--- src/tpg_pkg.sv ---
// Package for the two-pin GPIO port block.
// Assumes a 32-bit classic Wishbone register bus and a 250 MHz machine clock.
package tpg_pkg;

    // Register byte offsets
    localparam logic [7:0] TPG_OFS_DATA    = 8'h00;
    localparam logic [7:0] TPG_OFS_DIR     = 8'h04;
    localparam logic [7:0] TPG_OFS_PULLUP  = 8'h08;
    localparam logic [7:0] TPG_OFS_STANDBY = 8'h0C;
    localparam logic [7:0] TPG_OFS_RMWRD   = 8'h10;

    // Implemented bit positions and masks
    localparam int         TPG_PIN_ONE_BIT = 1;
    localparam int         TPG_PIN_TWO_BIT = 2;
    localparam logic [7:0] TPG_PIN_MASK    = 8'h06;

    // Standby control field positions
    localparam int TPG_SB_PIN_STATE_BIT = 0;
    localparam int TPG_SB_STOP_BIT      = 1;
    localparam int TPG_SB_WATCH_BIT     = 2;

    // Reset values
    localparam logic [7:0] TPG_RST_DATA    = 8'h00;
    localparam logic [7:0] TPG_RST_DIR     = 8'h00;
    localparam logic [7:0] TPG_RST_PULLUP  = 8'h00;
    localparam logic [7:0] TPG_RST_STANDBY = 8'h00;

    // Per-pin drive bundle towards the pad
    typedef struct packed {
        logic [7:0] drive_value;
        logic [7:0] drive_enable;
        logic [7:0] pullup_on;
    } tpg_pad_t;

endpackage : tpg_pkg

--- src/tpg_port.sv ---
// Two-pin GPIO port with data latch, direction and pull-up registers.
// Assumes a classic Wishbone master and synchronous pad inputs.
// How it works
// Direction bit one makes pin output
// Output pin drives its data latch bit
// Data writes store latch, reach output pins
// Output pin read returns latch value
// Direction bit zero makes pin input
// Input pin latch write does not drive
// Input pin ordinary read returns pin level
// Read-modify-write read always returns latch
// Peripheral enable hands pin to peripheral
// Peripheral-driven pin reads back pin level
// Software disables peripheral before using GPIO
// Reset clears all direction bits
// Standby with pin-state bit forces high-Z
// Forced standby blocks input, reads low
// Standby without bit keeps pins unchanged
// Pull-up bit one connects pull-up
// Low driven output disconnects pull-up
// Pins map to bits one and two
// Unimplemented bits read zero, writes ignored
`timescale 1ns/1ps
`default_nettype none

module tpg_port
    import tpg_pkg::*;
(
    // Clock and reset
    input  wire logic        clk_i,
    input  wire logic        rst_n_i,
    // Wishbone slave
    input  wire logic        wb_cyc_i,
    input  wire logic        wb_stb_i,
    input  wire logic        wb_we_i,
    input  wire logic [7:0]  wb_adr_i,
    input  wire logic [3:0]  wb_sel_i,
    input  wire logic [31:0] wb_dat_i,
    output logic      [31:0] wb_dat_o,
    output logic             wb_ack_o,
    output logic             wb_err_o,
    // Shared peripheral outputs
    input  wire logic [7:0]  periph_oe_i,
    input  wire logic [7:0]  periph_out_i,
    // Pads
    input  wire logic [7:0]  pad_in_i,
    output logic      [7:0]  pad_out_o,
    output logic      [7:0]  pad_oe_o,
    output logic      [7:0]  pad_pullup_o,
    // Internal input path to peripherals
    output logic      [7:0]  pin_level_o
);

    ////////////////////////////////////////////////////////////////////////
    // Registers
    logic [7:0] data_q;
    logic [7:0] dir_q;
    logic [7:0] pullup_q;
    logic [7:0] standby_q;
    logic       ack_q;
    logic       err_q;
    logic [31:0] rdata_q;
    tpg_pad_t   pad_q;
    tpg_pad_t   pad_d;
    logic [7:0] level_q;
    logic [7:0] level_d;
    logic       forced_hiz;
    logic       req;
    logic       wr;
    logic       hit;
    logic [7:0] rd_byte;

    // Request decode; ack drops the cycle after it was given
    assign req = wb_cyc_i & wb_stb_i & ~ack_q & ~err_q;
    assign wr  = req & wb_we_i & wb_sel_i[0];
    assign hit = (wb_adr_i == TPG_OFS_DATA) | (wb_adr_i == TPG_OFS_DIR) |
                 (wb_adr_i == TPG_OFS_PULLUP) | (wb_adr_i == TPG_OFS_STANDBY) |
                 (wb_adr_i == TPG_OFS_RMWRD);

    // Standby override active
    assign forced_hiz = standby_q[TPG_SB_PIN_STATE_BIT] &
                        (standby_q[TPG_SB_STOP_BIT] | standby_q[TPG_SB_WATCH_BIT]);

    ////////////////////////////////////////////////////////////////////////
    // Data latch
    always_ff @(posedge clk_i) begin
        if (!rst_n_i) begin
            data_q <= TPG_RST_DATA;
        end else if (wr && wb_adr_i == TPG_OFS_DATA) begin
            data_q <= wb_dat_i[7:0] & TPG_PIN_MASK; // see see
        end
    end

    // Direction register
    always_ff @(posedge clk_i) begin
        if (!rst_n_i) begin
            dir_q <= TPG_RST_DIR;
        end else if (wr && wb_adr_i == TPG_OFS_DIR) begin
            dir_q <= wb_dat_i[7:0] & TPG_PIN_MASK; // see
        end
    end

    // Pull-up register
    always_ff @(posedge clk_i) begin
        if (!rst_n_i) begin
            pullup_q <= TPG_RST_PULLUP;
        end else if (wr && wb_adr_i == TPG_OFS_PULLUP) begin
            pullup_q <= wb_dat_i[7:0] & TPG_PIN_MASK;
        end
    end

    // Standby control: pin-state, stop and watch bits
    always_ff @(posedge clk_i) begin
        if (!rst_n_i) begin
            standby_q <= TPG_RST_STANDBY;
        end else if (wr && wb_adr_i == TPG_OFS_STANDBY) begin
            standby_q <= {5'h00, wb_dat_i[2:0]};
        end
    end

    ////////////////////////////////////////////////////////////////////////
    // Pad drive computation
    always_comb begin
        pad_d = '0;
        level_d = '0;
        for (int i = 0; i < 8; i++) begin
            if (TPG_PIN_MASK[i]) begin
                if (forced_hiz) begin
                    pad_d.drive_enable[i] = 1'b0;
                    pad_d.drive_value[i]  = 1'b0;
                    level_d[i]            = 1'b0;
                end else if (periph_oe_i[i]) begin
                    pad_d.drive_enable[i] = 1'b1;  // see
                    pad_d.drive_value[i]  = periph_out_i[i];
                    level_d[i]            = pad_in_i[i];
                end else begin
                    pad_d.drive_enable[i] = dir_q[i];  // see see
                    pad_d.drive_value[i]  = data_q[i];
                    level_d[i]            = pad_in_i[i];
                end
                // Pull-up off while pin drives low
                pad_d.pullup_on[i] = pullup_q[i] &
                    ~(pad_d.drive_enable[i] & ~pad_d.drive_value[i]); // see
            end
        end
    end

    // Registered pad outputs
    always_ff @(posedge clk_i) begin
        if (!rst_n_i) begin
            pad_q   <= '0;
            level_q <= '0;
        end else begin
            pad_q   <= pad_d;
            level_q <= level_d;
        end
    end

    ////////////////////////////////////////////////////////////////////////
    // Read mux
    always_comb begin
        rd_byte = 8'h00;
        unique case (wb_adr_i)
            TPG_OFS_DATA: begin
                for (int i = 0; i < 8; i++) begin
                    // Output GPIO reads latch, else pin level
                    if (dir_q[i] && !periph_oe_i[i] && !forced_hiz) begin
                        rd_byte[i] = data_q[i];
                    end else begin
                        rd_byte[i] = level_d[i]; // see see
                    end
                end
                rd_byte = rd_byte & TPG_PIN_MASK;
            end
            TPG_OFS_RMWRD:   rd_byte = data_q;
            TPG_OFS_DIR:     rd_byte = dir_q;
            TPG_OFS_PULLUP:  rd_byte = pullup_q;
            TPG_OFS_STANDBY: rd_byte = standby_q;
            default:         rd_byte = 8'h00;
        endcase
    end

    // Bus answer one cycle after request
    always_ff @(posedge clk_i) begin
        if (!rst_n_i) begin
            ack_q   <= 1'b0;
            err_q   <= 1'b0;
            rdata_q <= 32'h0000_0000;
        end else begin
            ack_q   <= req & hit;
            err_q   <= req & ~hit;
            rdata_q <= (req && !wb_we_i && hit) ? {24'h000000, rd_byte} : 32'h0000_0000;
        end
    end

    // Outputs
    assign wb_ack_o     = ack_q;
    assign wb_err_o     = err_q;
    assign wb_dat_o     = rdata_q;
    assign pad_out_o    = pad_q.drive_value;
    assign pad_oe_o     = pad_q.drive_enable;
    assign pad_pullup_o = pad_q.pullup_on;
    assign pin_level_o  = level_q;

endmodule : tpg_port

`default_nettype wire

--- config.mk ---
export PLATFORM = sky130hd
export DESIGN_NAME = tpg_port
export DESIGN_NICKNAME = d
export VERILOG_FILES = /design/src/tpg_pkg.sv /design/src/tpg_port.sv
export SDC_FILE = /design/constraint.sdc
export NUM_CORES = 1
export LEC_CHECK = 0
export BUFFER_PORTS_ARGS = -buffer_cell sky130_fd_sc_hd__buf_2
export CAP_MARGIN = 20
export CORE_ASPECT_RATIO = 1.75
export CORE_MARGIN = 3
export CORE_UTILIZATION = 36
export CTS_CLUSTER_DIAMETER = 40
export DETAILED_ROUTE_END_ITERATION = 16
export GPL_TIMING_DRIVEN = 0
export PLACE_DENSITY_LB_ADDON = 0.1
export SLEW_MARGIN = 15
export SYNTH_ARGS = -nofsm -noshare
export SYNTH_HDL_FRONTEND = slang
export SYNTH_SLANG_ARGS = --single-unit
--- constraint.sdc ---
create_clock -name clk_i -period 1.8 [get_ports clk_i]
set_clock_uncertainty 0.1 [all_clocks]
set_input_delay 0 -clock clk_i [delete_from_list [all_inputs] [get_ports clk_i]]
set_output_delay 0 -clock clk_i [all_outputs]
set_load 0.02 [all_outputs]
**Word-level counts from Yosys, hierarchy flattened**

Index checks and enable logic that the tools add are counted.

- Input port bits: 73
- Register bits: 75
- Output and inout bits: 66
- Word-level logic and storage cells: 73

- Bitwise gates (word level): 24
- Muxes and demuxes: 13
- Reductions and logical operators: 16
- Eq/ne operators: 4

Operators with widths:

| kind | count |
|---|---|
| $eq 8x4->1 const B | 2 |
| $pmux 3 s5 | 1 |
| $and 1x1->1 | 12 |
| $mux 1 | 12 |
| $logic_and 1x1->1 | 10 |
| $eq 8x3->1 const B | 1 |
| $eq 8x5->1 const B | 1 |
| $logic_not 8->1 | 1 |
| $not 1->1 | 7 |
| $or 1x1->1 | 5 |
| $logic_not 1->1 | 4 |
| $reduce_and 2->1 | 1 |

**Longest topological paths before layout**

- Depth after elaboration: 7
- Mapped depth: 5
- Depth with buffers taken out: 4

**Least setup slack after synthesis**

OpenSTA, ideal clock, no wires.

- Path kind: register -> register
- Start point: register ack_q, in the netlist wb_ack_o
- End point: register pullup_q[1]
- Path buffers: 0
- Period minus slack after synthesis: 1,591 ps
- Required time: 1,628 ps
- Path slack: 209 ps
- Cell stages (with the launch flop): 5
- Library setup time: 72 ps
- Arrival time: 1,420 ps
- Cell sequence: dfxtp_1 -> nor4bb_1 -> nand4_1 -> nor3b_2 -> mux2i_1

- Word-level cells in the longest chain between the ends: 6

RTL lines:

| what | line | RTL |
|---|---|---|
| from (decl) | tpg_port.sv:60 | `logic ack_q;` |
| from (signal assigned) | tpg_port.sv:190 | `ack_q <= req & hit;` |
| $not 1->1 | tpg_port.sv:74 | `assign req = wb_cyc_i & wb_stb_i & ~ack_q & ~err_q;` |
| $and 1x1->1 (2 in a row) | tpg_port.sv:74 |  |
| $and 1x1->1 (2 in a row) | tpg_port.sv:75 | `assign wr = req & wb_we_i & wb_sel_i[0];` |
| $logic_and 1x1->1 | tpg_port.sv:107 | `end else if (wr && wb_adr_i == TPG_OFS_PULLUP) begin` |
| to (signal assigned) | tpg_port.sv:108 | `pullup_q <= wb_dat_i[7:0] & TPG_PIN_MASK;` |
| to (decl) | tpg_port.sv:58 | `logic [7:0] pullup_q;` |

No other way between the ends.
A chain may end at the register's enable or synchronous reset.

**Final worst setup path**

- Start point: input wb_adr_i[4]
- End point: register pullup_q[2]

- Word-level cells in the longest chain between the ends: 2

RTL lines:

| what | line | RTL |
|---|---|---|
| from (decl) | tpg_port.sv:36 | `input wire logic [7:0] wb_adr_i,` |
| $eq 8x4->1 | tpg_port.sv:107 |  |
| $logic_and 1x1->1 | tpg_port.sv:107 |  |

No other way between the ends.

==> results.py <==
metrics = {
    "run_status": {
        "status": "complete, but fails checks",
        "violations": "hold timing",
    },
    "routing": {
        "finalWirelength_um": 3130,
        "wl_per_cell_um": 10.2,
        "ant_nets": 0,
        "drt-pass1-iter-count": 5,
        "drc_errors": 0,
        "vias": 1200,
        "routed_via_density": 3.92,
        "drtIter0Drc": 9,
    },
    "placement": {
        "hpwl_um": 2460,
        "gp_congestion": 0.686,
        "io_buffers": 32,
        "dpl_cell_area_um2": 1800,
    },
    "flow_run": {
        "cap_violations": 0,
    },
    "finish": {
        "diodes": 0,
        "area_delta_synth_final_pct": 47.0,
        "drive_above_1_share_pct": 39.2,
        "final_area_um2": 2040,
        "fin_util_pct": 55.5,
        "nets": 334,
    },
    "logic_synthesis": {
        "synthCells": 156,
        "ys_ff_latch": 22,
        "yosysSeqAreaShare_pct": 31.8,
        "syn_area_per_cell_um2": 8.88,
        "synth-edff-count": 0,
        "synth.distinct_cells": 29,
        "ys_warn_count": 0,
        "synthFlopType": "dfxtp_1",
        "synthArstFlopShare_pct": 0,
        "synth_area_um2": 1390,
    },
    "power": {
        "seqPwrFrac_pct": 39.0,
        "p_sw_share_pct": 26.9,
        "irDropWorstVdd_uv": 309,
        "p_total_mw": 1.27,
        "clockPowerShare_pct": 36.7,
        "p_switching_mw": 0.342,
        "p_leak_nw": 1.08,
        "p_per_area_nw_per_um2": 624,
        "p_comb_share_pct": 24.3,
        "intPower_mw": 0.929,
    },
    "worst_setup_path": {
        "cp_cell_sequence": "dlygate4sd3_1 -> buf_2 -> nor4_2 -> nand4_1 -> buf_4 -> nor3b_2 -> mux2i_1",
        "worst_setup_path_start_kind": "primary input",
        "worstSetupPathType": "in2reg",
        "critPathBufInv": 3,
        "slowest_stage": "dlygate4sd3_1",
        "crit_family": "buffers and inverters",
        "slowest_delay_ps": 530,
        "cp.arrival_ps": 1760,
        "end_kind": "flip-flop",
        "worst-path-max-fanout": 7,
        "ff2ff_setup_slack_ps": 180,
        "worstPathRequired_ps": 1900,
    },
    "clocking": {
        "cts_max_path_buffers": 2,
        "h-tree-depth": 1,
        "cts_buffers": 3,
        "cts_tree": "done",
        "cts.sinks": 22,
        "cts_root_buf": "clkbuf_8",
        "cts.reportedPaths.clkPinSlew_ps": 80,
        "worst_skew_pair.late_latency_ps": 270,
    },
    "sta": {
        "period_share_pct": 92.3,
        "rsz0062_at_grt": "false",
        "relSlewSlack_pct": 50.5,
        "finalCriticalPeriod_ps": 1660,
        "finalHoldViolCount": 4,
        "tightest_slew_ps": 735,
        "fin_setup_tns_ps": 0,
        "fmax_ghz": 0.602,
        "setup_viol": 0,
        "drv_slew": 0,
        "holdWs_ps": -20.6,
    },
    "grt": {
        "grt_usage_pct": 13.5,
        "grt-ovfl-total": 0,
        "grt_use_met2_pct": 26.4,
        "grt_max_degree": 14,
        "antenna_found_initial": 0,
        "grt.busiest_layer": "met2",
        "grt_pass1_vias": 1108,
        "globalRouteMet3Util_pct": 2.21,
        "grt_use_met1_pct": 12.5,
        "grt_pass1_wl_um": 4740,
    },
    "floorplan": {
        "core_um2": 3660,
        "die_h_um": 88.1,
        "start_util_pct": 37.8,
        "dieArea_um2": 4660,
        "die_x_um": 52.9,
        "fp-row-count": 29,
        "ios": 139,
    },
    "worst_hold_path": {
        "hold_path_class": "in2reg",
    },
}
## flip-flops by register name, indices dropped and copies added (netlist names)
signal        count
standby_q         3
wb_dat_o          3
data_q            2
dir_q             2
pad_oe_o          2
pad_out_o         2
pad_pullup_o      2
pin_level_o       2
pullup_q          2
wb_ack_o          1
wb_err_o          1
## path summary, 6_finish.rpt
path | from | to | depth (start not counted)
setup reg to reg | wb_ack_o | pullup_q[2] | 5
hold / removal | wb_dat_i[1] | pullup_q[1] | 3
setup / recovery | wb_adr_i[4] | pullup_q[2] | 7
hold reg to reg | pullup_q[1] | pad_pullup_o[1] | 2
## Yosys cell counts, types with 3 or more instances
cell / instances / area share (%)
buf_4: 53 / 29
dfxtp_1: 22 / 32
nand2_1: 18 / 4.9
mux2i_1: 13 / 9.4
a21oi_1: 5 / 1.8
clkbuf_1: 4 / 1.1
nor2_1: 4 / 1.1
o21a_1: 4 / 2.2
and2_1: 3 / 1.4
and3_1: 3 / 1.4
## metal layers
metal	wire length (um)	share of wire, %
met1	946	30
met2	1850	59
met3	252	8.1
met5	0	0
met4	82	2.6
## power groups by stage
| stage | registers [mW] | logic [mW] | clock network, mW |
|---|---|---|---|
| finish | 0.496 | 0.309 | 0.466 |
| global route | 0.496 | 0.335 | 0.489 |
| CTS | 0.496 | 0.302 | 0.468 |
| detailed placement | 0.507 | 0.277 | 0 |
| global placement | 0.507 | 0.277 | 0 |
| floorplan | 0.517 | 0.224 | 0 |
## final cells by class
cell class	count	area [um^2]
timing repair buffer	48	318
multi-input combinational	128	732
sequential	22	440
inverter	1	3.75
fill	360	1630
buffer	57	413
clock buffer	3	41.3
clock inverter	1	30.0
tap	46	57.6
## placed cells by master (no fill, tap or decap), types with 2 or more instances in the layout
cell | netlist | layout
o21a_1 | 4 | 4
a21oi_1 | 5 | 5
mux2_2 | 2 | 2
buf_4 | 53 | 54
dfxtp_1 | 22 | 22
clkbuf_8 | 0 | 3
and3b_1 | 2 | 2
conb_1 | 1 | 53
nor3b_2 | 2 | 2
nor2_1 | 4 | 3
and3_1 | 3 | 3
clkbuf_1 | 4 | 4
dlygate4sd3_1 | 0 | 15
nor2_2 | 2 | 3
buf_2 | 0 | 32
nor3_1 | 2 | 2
mux2i_1 | 13 | 13
o21ai_0 | 2 | 2
nand2_1 | 18 | 18
nand2b_1 | 2 | 2
and2_1 | 3 | 3
## worst min-delay path, delay by kind of cell
family / cells / cell delay, ps
and+or+nand+nor: 1 / 100
buffers and inverters: 1 / 70
muxes: 1 / 140
## what timing repair did
item,CTS,global route
resized for setup,0,2
setup endpoints to repair,0,9
buffers inserted,0,1
hold buffers,15,0
endpoints found under the hold margin,15,0
## logic make-up (layout without fill, tap and decap cells)
logic type             count (synthesis)  in the layout  share of synthesized area [%]
and+or+nand+nor                       48             48                           21.7
muxes                                 15             15                           11.0
other                                  1             53                          0.271
DFF                                   22             22                           31.8
AOI/OAI and AO/OA                     12             12                           5.15
buffers and inverters                 58            110                           30.1
## metrics by stage
step / hold slack (ps) / std cells / setup slack [ps]
floorplan: 42.1 / 208 / 209
global placement: 151 / 286 / 71.3
detailed placement: 158 / 286 / 43.0
CTS: 1.12 / 305 / 17.9
global route: 4.36 / 306 / 45.7
finish: -20.6 / 306 / 139
Power figures use the tool's default switching activity.
